===== src/verilog/hpb_cfg_consts.svh =====
/*
 Constants for the bridge configuration register slice: dword offsets,
 field positions, reset values and the legacy VGA memory window.
 Assumes byte-addressed configuration cycles carried as aligned dwords.
*/
`ifndef HPB_CFG_CONSTS_SVH
`define HPB_CFG_CONSTS_SVH

// =====================================================================
// Register byte offsets
`define HPB_OFS_PREF_MEM_LIMIT 8'h26
`define HPB_OFS_IO_BASE_UPPER 8'h30
`define HPB_OFS_IO_LIMIT_UPPER 8'h32
`define HPB_OFS_IRQ_ROUTE_LINE 8'h3c
`define HPB_OFS_BRIDGE_CONTROL 8'h3e

// Dword indices (byte offset bits 7:2) holding those registers
`define HPB_DW_PREF 6'h09
`define HPB_DW_IO_UPPER 6'h0c
`define HPB_DW_IRQ_BCTL 6'h0f

// =====================================================================
// Field positions and reset values
`define HPB_PREF_LIMIT_RST 12'h000
`define HPB_BCTL_MAM_BIT 5
`define HPB_BCTL_VGA_BIT 3
`define HPB_BCTL_FBB_BIT 7
`define HPB_BCTL_SBR_BIT 6
`define HPB_MAM_RST 1'b0
`define HPB_VGA_RST 1'b0
`define HPB_LOW_MB_ONES 20'hfffff

// =====================================================================
// Legacy VGA memory window
`define HPB_VGA_LO 32'h000a0000
`define HPB_VGA_HI 32'h000bffff

`endif


===== src/verilog/hpb_cfg_pkg.sv =====
/*
 Types shared by the bridge configuration register slice.
 Assumes the constants header is compiled alongside.
*/
`default_nettype none
package hpb_cfg_pkg;
   // One configuration dword
   typedef logic [31:0] hpb_dword_t;
   // Dword index within configuration space
   typedef logic [5:0] hpb_dwidx_t;
   // Upper twelve address bits of a 1 MB block
   typedef logic [11:0] hpb_mb_t;
endpackage : hpb_cfg_pkg
`default_nettype wire


===== src/verilog/hpb_cfg_regs.sv =====
/*
 Configuration register slice of the hub-to-PCI bridge function: the
 prefetchable memory limit, upper I/O words, interrupt line and the upper
 bridge control bits, plus the address checks that use them.
 Assumes single-cycle configuration requests synchronous to sys_clk and
 PCI memory addresses presented with a one-cycle request strobe.
*/
`timescale 1ns/10ps
`include "hpb_cfg_consts.svh"
`default_nettype none

module hpb_cfg_regs
   import hpb_cfg_pkg::*;
(
   // Clock and reset
   input wire logic sys_clk,
   input wire logic nrst,
   // Configuration cycle port
   input wire logic [7:0] cfg_addr,
   input wire logic cfg_wr,
   input wire logic cfg_rd,
   input wire logic [3:0] cfg_be,
   input wire logic [31:0] cfg_wdata,
   output logic [31:0] cfg_rdata,
   output logic cfg_rd_valid,
   // PCI memory cycle decode
   input wire logic [31:0] pci_mem_addr,
   input wire logic pci_mem_req,
   output logic vga_refuse,
   output logic pref_below_limit,
   output logic [31:0] pref_limit_top,
   // Bridge behaviour controls
   output logic bridge_irq,
   output logic fast_b2b_en,
   output logic sec_bus_reset,
   output logic master_abort_mode_eff,
   output logic vga_en
);

   // ==================================================================
   // Storage
   hpb_mb_t pref_limit_reg;
   logic mam_reg;
   logic vga_reg;
   logic [31:0] rdata_reg;
   logic rd_valid_reg;
   logic vga_refuse_reg;
   logic below_reg;
   hpb_dwidx_t cfg_idx;

   assign cfg_idx = cfg_addr[7:2];

   // Read mux, one function used only by the read path; the write path decodes the same indices itself
   function automatic hpb_dword_t read_dword(input hpb_dwidx_t idx, input hpb_mb_t lim,
                                             input logic mam, input logic vga);
      hpb_dword_t d;
      d = 32'h0000_0000;
      unique case (idx)
         `HPB_DW_PREF:
         begin
            d[31:20] = lim;
         end
         `HPB_DW_IO_UPPER:
         begin
            d = 32'h0000_0000;
         end
         `HPB_DW_IRQ_BCTL:
         begin
            // line byte stays zero; bits 7,6 zero
            d[16 + `HPB_BCTL_MAM_BIT] = mam;
            d[16 + `HPB_BCTL_VGA_BIT] = vga;
         end
         default:
         begin
            d = 32'h0000_0000;
         end
      endcase
      return d;
   endfunction : read_dword

   // ==================================================================
   // Prefetchable limit, bytes 26h and 27h of the dword
   // writable limit field
   always_ff @(posedge sys_clk or negedge nrst)
   begin
      if (!nrst)
         pref_limit_reg <= `HPB_PREF_LIMIT_RST;
      else if (cfg_wr && cfg_idx == `HPB_DW_PREF)
      begin
         if (cfg_be[2])
            pref_limit_reg[3:0] <= cfg_wdata[23:20];
         if (cfg_be[3])
            pref_limit_reg[11:4] <= cfg_wdata[31:24];
      end
   end

   // Bridge control low byte; only bits 5 and 3 hold state here
   // master abort mode stored for software
   always_ff @(posedge sys_clk or negedge nrst)
   begin
      if (!nrst)
      begin
         mam_reg <= `HPB_MAM_RST;
         vga_reg <= `HPB_VGA_RST;
      end
      else if (cfg_wr && cfg_idx == `HPB_DW_IRQ_BCTL && cfg_be[2])
      begin
         mam_reg <= cfg_wdata[16 + `HPB_BCTL_MAM_BIT];
         vga_reg <= cfg_wdata[16 + `HPB_BCTL_VGA_BIT];
      end
   end

   // Registered read answer, valid one cycle after the request
   always_ff @(posedge sys_clk or negedge nrst)
   begin
      if (!nrst)
      begin
         rdata_reg <= 32'h0000_0000;
         rd_valid_reg <= 1'b0;
      end
      else
      begin
         rd_valid_reg <= cfg_rd;
         if (cfg_rd)
            rdata_reg <= read_dword(cfg_idx, pref_limit_reg, mam_reg, vga_reg);
      end
   end

   // ==================================================================
   // Memory cycle decode, registered so the answers are glitch free
   always_ff @(posedge sys_clk or negedge nrst)
   begin
      if (!nrst)
      begin
         vga_refuse_reg <= 1'b0;
         below_reg <= 1'b0;
      end
      else
      begin
         vga_refuse_reg <= pci_mem_req && vga_reg && pci_mem_addr >= `HPB_VGA_LO
                           && pci_mem_addr <= `HPB_VGA_HI;
         below_reg <= pci_mem_req && pci_mem_addr <= {pref_limit_reg, `HPB_LOW_MB_ONES};
      end
   end

   assign cfg_rdata = rdata_reg;
   assign cfg_rd_valid = rd_valid_reg;
   assign vga_refuse = vga_refuse_reg;
   assign pref_below_limit = below_reg;
   assign pref_limit_top = {pref_limit_reg, `HPB_LOW_MB_ONES};
   assign vga_en = vga_reg;

   // Fixed behaviour: the bridge has no interrupt source, no fast
   // back-to-back, no secondary reset, and aborts as if mode were 0.
   // Tying these keeps downstream logic from ever seeing mam_reg.
   // no interrupt from the bridge
   assign bridge_irq = 1'b0;
   assign fast_b2b_en = 1'b0;
   assign sec_bus_reset = 1'b0;
   // abort handling as if bit clear
   assign master_abort_mode_eff = 1'b0;
endmodule : hpb_cfg_regs
`default_nettype wire


===== config.mk =====
export PLATFORM = sky130hd
export DESIGN_NAME = hpb_cfg_regs
export DESIGN_NICKNAME = d
export VERILOG_FILES = /design/src/verilog/hpb_cfg_pkg.sv /design/src/verilog/hpb_cfg_regs.sv
export VERILOG_INCLUDE_DIRS = /design/src /design/src/verilog
export SDC_FILE = /design/constraint.sdc
export NUM_CORES = 1
export LEC_CHECK = 0
export BUFFER_PORTS_ARGS = -buffer_cell sky130_fd_sc_hd__buf_2
export CAP_MARGIN = 5
export CORE_MARGIN = 10
export CORE_UTILIZATION = 43
export DETAILED_ROUTE_END_ITERATION = 8
export GPL_TIMING_DRIVEN = 1
export PLACE_DENSITY = 0.87
export SYNTH_ARGS = -nofsm -noshare
export SYNTH_HDL_FRONTEND = slang
export SYNTH_SLANG_ARGS = --single-unit

===== constraint.sdc =====
create_clock -name sys_clk -period 3.7 [get_ports sys_clk]
set_clock_uncertainty 0.2 [all_clocks]
set_input_delay 0.74 -clock sys_clk [delete_from_list [all_inputs] [get_ports sys_clk]]
set_output_delay 0.74 -clock sys_clk [all_outputs]
set_load 0.1 [all_outputs]

* Word-level counts from Yosys, hierarchy flattened *
Cells that the tools add are included.

word-level totals
  bits in read-only memories = 0
  bits in registers = 30
  memories kept = 0
  word-level logic and storage cells = 26
  input port bits = 81
  bits in writable memories = 0
  bits in latches = 0

cells by class
  reduce and logical (&&, ||, !) cells = 9
  divide/modulo/power cells = 0
  multipliers = 0
  eq/ne operators = 2
  bitwise logic cells = 0
  shift-type cells = 0
  add/subtract/negate cells = 0
  magnitude comparators = 3
  multiplexer cells = 4

operators by type and width
  kind                                                   count
  >= comparator 32 x 20 -> 1 bit, second input constant  1
  <= comparator 32 x 20 -> 1 bit, second input constant  1
  <= comparator 32 bit                                   1
  == test 6 x 4 -> 1 bit, second input constant          2
  two-way mux 10 bit                                     1
  logical AND 1 bit                                      7
  AND reduction 2 bit                                    2
  two-way mux 1 bit                                      2
  one-hot mux 1 bit (2 select lines)                     1

* Longest topological paths before layout *
  depth after elaboration = 3
  depth in mapped cells = 6
  depth with buffers taken out = 6

* Worst setup path after synthesis *
No wires, ideal clock.

  kind = register -> register
  from = reg pref_limit_reg[1]
  to = reg below_reg, in the netlist pref_below_limit
  setup slack = 1,311 ps
  data arrival time = 2,095 ps
  data required time = 3,406 ps
  cell stages (with the launch flop) = 7
  clock period less this slack = 2,389 ps
  buffers on the path = 0
  path through = dfrtp_1 inv_1 ha_1 nand4_1 nor4_1 a311oi_1 a211oi_1

between the ends
  cells in the longest elaborated chain, start to end = 2

ends and longest elaborated chain
  element                 line                 RTL
  from (decl)             hpb_cfg_regs.sv:42   hpb_mb_t pref_limit_reg;
  from (signal assigned)  hpb_cfg_regs.sv:87   pref_limit_reg <= `HPB_PREF_LIMIT_RST;
  from (signal assigned)  hpb_cfg_regs.sv:91   pref_limit_reg[3:0] <= cfg_wdata[23:20];
  <= comparator 32 bit    hpb_cfg_regs.sv:142  below_reg <= pci_mem_req && pci_mem_addr <= {pref_limit_reg, `HPB_LOW_MB_ONES};
  logical AND 1 bit       hpb_cfg_regs.sv:142
  to (signal assigned)    hpb_cfg_regs.sv:142
  to (decl)               hpb_cfg_regs.sv:48   logic below_reg;

Every way passes these cells.
A chain may end at the register's enable or synchronous reset.

* Worst setup path after layout *
  from = in cfg_addr[6]
  to = reg pref_limit_reg[10]

between the ends
  cells in the longest elaborated chain, start to end = 3

ends and longest elaborated chain
  element                               line                RTL
  from (decl)                           hpb_cfg_regs.sv:19  input wire logic [7:0] cfg_addr,
  == test 6 x 4 -> 1 bit                --
  logical AND 1 bit (no source line)    --
  AND reduction 2 bit (no source line)  --
  to (signal assigned)                  hpb_cfg_regs.sv:87
  to (signal assigned)                  hpb_cfg_regs.sv:93  pref_limit_reg[11:4] <= cfg_wdata[31:24];

Every way passes these cells.

==> results.ini <==
[synthesis]
seq_area_frac_synth_pct = 39.1
yosysMostFrequentCell = buf_4
ys_seq_elements = 30
synthArstFlopShare_pct = 100
synth_cell_types = 31
synth_top_area_share_pct = 39.1
synth_common_cells = buf_4, dfrtp_1, inv_1
netlist_area_um2 = 1920
synth.top_cells.by_area = dfrtp_1, buf_4, ha_1, mux2_2, inv_1
synthFlopType = dfrtp_1
yosys_warnings = 0
synthCells = 197
yosysTopAreaCell = dfrtp_1
synth_edf_count = 0
syn_area_per_cell_um2 = 9.74

[setup_path]
rr_worst_depth = 6
r2r_slack_ns = 1.77
cp_cell_sequence = buf_2 -> nand4bb_4 -> nor3_4 -> nand3_4 -> mux2_1
crit_arrival_ns = 2.23
critPathRequiredTime_ns = 3.66
end_kind = flip-flop
crit_fanout = 13
startpoint_type = input port
critical_path_class = input port to flip-flop
cp_slowest_cell = nor3_4
slowest_delay_ns = 0.55

[detailed_routing]
vias = 1533
drc_errors = 0
ant_nets = 0
drt-wirelength-per-cell_um = 15.1
first_iter_violations = 33
first_pass_iters = 4
routed_wl_mm = 5.08
viasPerCell = 4.56

[floorplanning]
die_area_um2 = 7530
coreArea_um2 = 4320
pin_count = 153
start_util_pct = 44.4
rows = 24
die_x_um = 86.8
die_h_um = 86.8

[min_path]
hp-class = flip-flop to flip-flop
whs_path_depth = 1

[run_status]
status = completed

[cts]
cts_buffers = 5
cts_max_path_buffers = 2
clk_pin_slew_ns = 0.06
ctsHoldBuffers = 0
post_cts_resized = 0
cts_tree = done
cts_setup_buffers = 0
clk_latency_ns = 0.27
clockRootBuffer = clkbuf_8
cts.sinks = 30
htree_levels = 2

[global_routing]
grt_max_degree = 31
antenna_found_initial = 0
grt_pass1_vias = 1718
grt_overflow = 0
grt_first_pass_wirelength_mm = 8.09
grt_usage_pct = 13.3

[pwr]
ir_worst_vdd_mv = 0.236
power_mw = 1.01
p_per_area_nw_per_um2 = 439
p_leak_nw = 1.23

[finish]
area_delta_synth_final_pct = 20.2
layout-drive-gt1-share_pct = 38.4
num_antenna_cells = 0
fin_util_pct = 53.3
fin_cells = 336
layout.nets = 377
largest_reg_flops = 13
design_area_um2 = 2300

[placement]
numPlacedInstances = 329
dpl.hpwl_mm = 4.39
io_buffers = 86
place.gp.congestion = 0.836
placed_cell_area_um2 = 2230

[timing]
finalSetupTns_ns = 0
period_share_pct = 61.3
rsz0062_at_grt = no
fmax_mhz = 441
fin_crit_ns = 2.27
hold_viol_final = 0
setup_violations = 0
maxSlewViolCount = 0
worst_slew_pin_slew_ns = 0.689
maxSlewHeadroom_pct = 53.9

[job]
drv_cap = 0

[layout by cell type, fill, tap and decap left out, types with 2 or more instances in the layout]
cell type and instances:
nand3_1 13, o21ai_0 12, dfrtp_1 30, o21a_1 2
nor4_1 4, clkbuf_1 2, nand4_1 7, nor2_1 2
buf_2 86, nand2_1 7, ha_1 12, inv_1 26
a21oi_1 5, clkbuf_8 5, mux2_2 13, conb_1 43
[where the power goes]
part           internal, mW  leakage, nW  switching (mW)
clock network         0.129       0.0383           0.111
logic                0.0617        0.784           0.354
registers             0.343        0.410          0.0124
[through the flow]
| step | hold slack [ns] | setup slack, ns |
|---|---|---|
| after floorplan | 0.244 | 1.31 |
| after global placement | 0.260 | 1.10 |
| after detailed placement | 0.263 | 1.10 |
| after CTS | 0.285 | 1.41 |
| after global routing | 0.327 | 1.32 |
| final | 0.280 | 1.43 |
[metal layers]
layer  track usage (%)  share of wire (%)  vias up
met1              14.1                 37      701
met4              4.12                1.1        0
met5                 0                  0        -
li1                  -                  -      756
met3              7.41                 13        7
met2              21.9                 49       69
[layout make-up]
type | count | area (um^2)
repair buffers | 86 | 430
well taps | 52 | 65.1
flip-flops and latches | 30 | 751
inverters | 26 | 97.6
fillers | 411 | 2020
clock buffers | 7 | 76.3
multi-input cells | 135 | 885
[final timing paths]
| path | from | end |
|---|---|---|
| setup / recovery | cfg_addr[6] | pref_limit_reg[10] |
| hold reg to reg | cfg_rdata[21] | cfg_rdata[21] |
| min in group asynchronous | nrst | cfg_rdata[31] |
| hold / removal | cfg_rdata[21] | cfg_rdata[21] |
| setup reg to reg | pref_limit_reg[1] | pref_below_limit |
| max in group asynchronous | nrst | pref_limit_reg[1] |
[worst max-delay path, delay by kind of cell]
kind                   cells  cell delay, ns
AND/OR/NAND/NOR            3            1.02
multiplexers               1            0.36
buffers and inverters      1            0.09
[cells by family (layout without fill, tap and decap cells)]
kind of cell	count (synthesis)	count (layout)	synth area share (%)
other	2	43	0.392
adder cells (fa/ha/maj)	12	12	7.83
AND/OR/NAND/NOR	42	42	14.3
flip-flops	30	30	39.1
multiplexers	14	14	8.22
AO/OA/AOI/OAI	24	24	7.37
buffers and inverters	73	119	22.8
No activity file was read; power rests on OpenSTA's default activity.
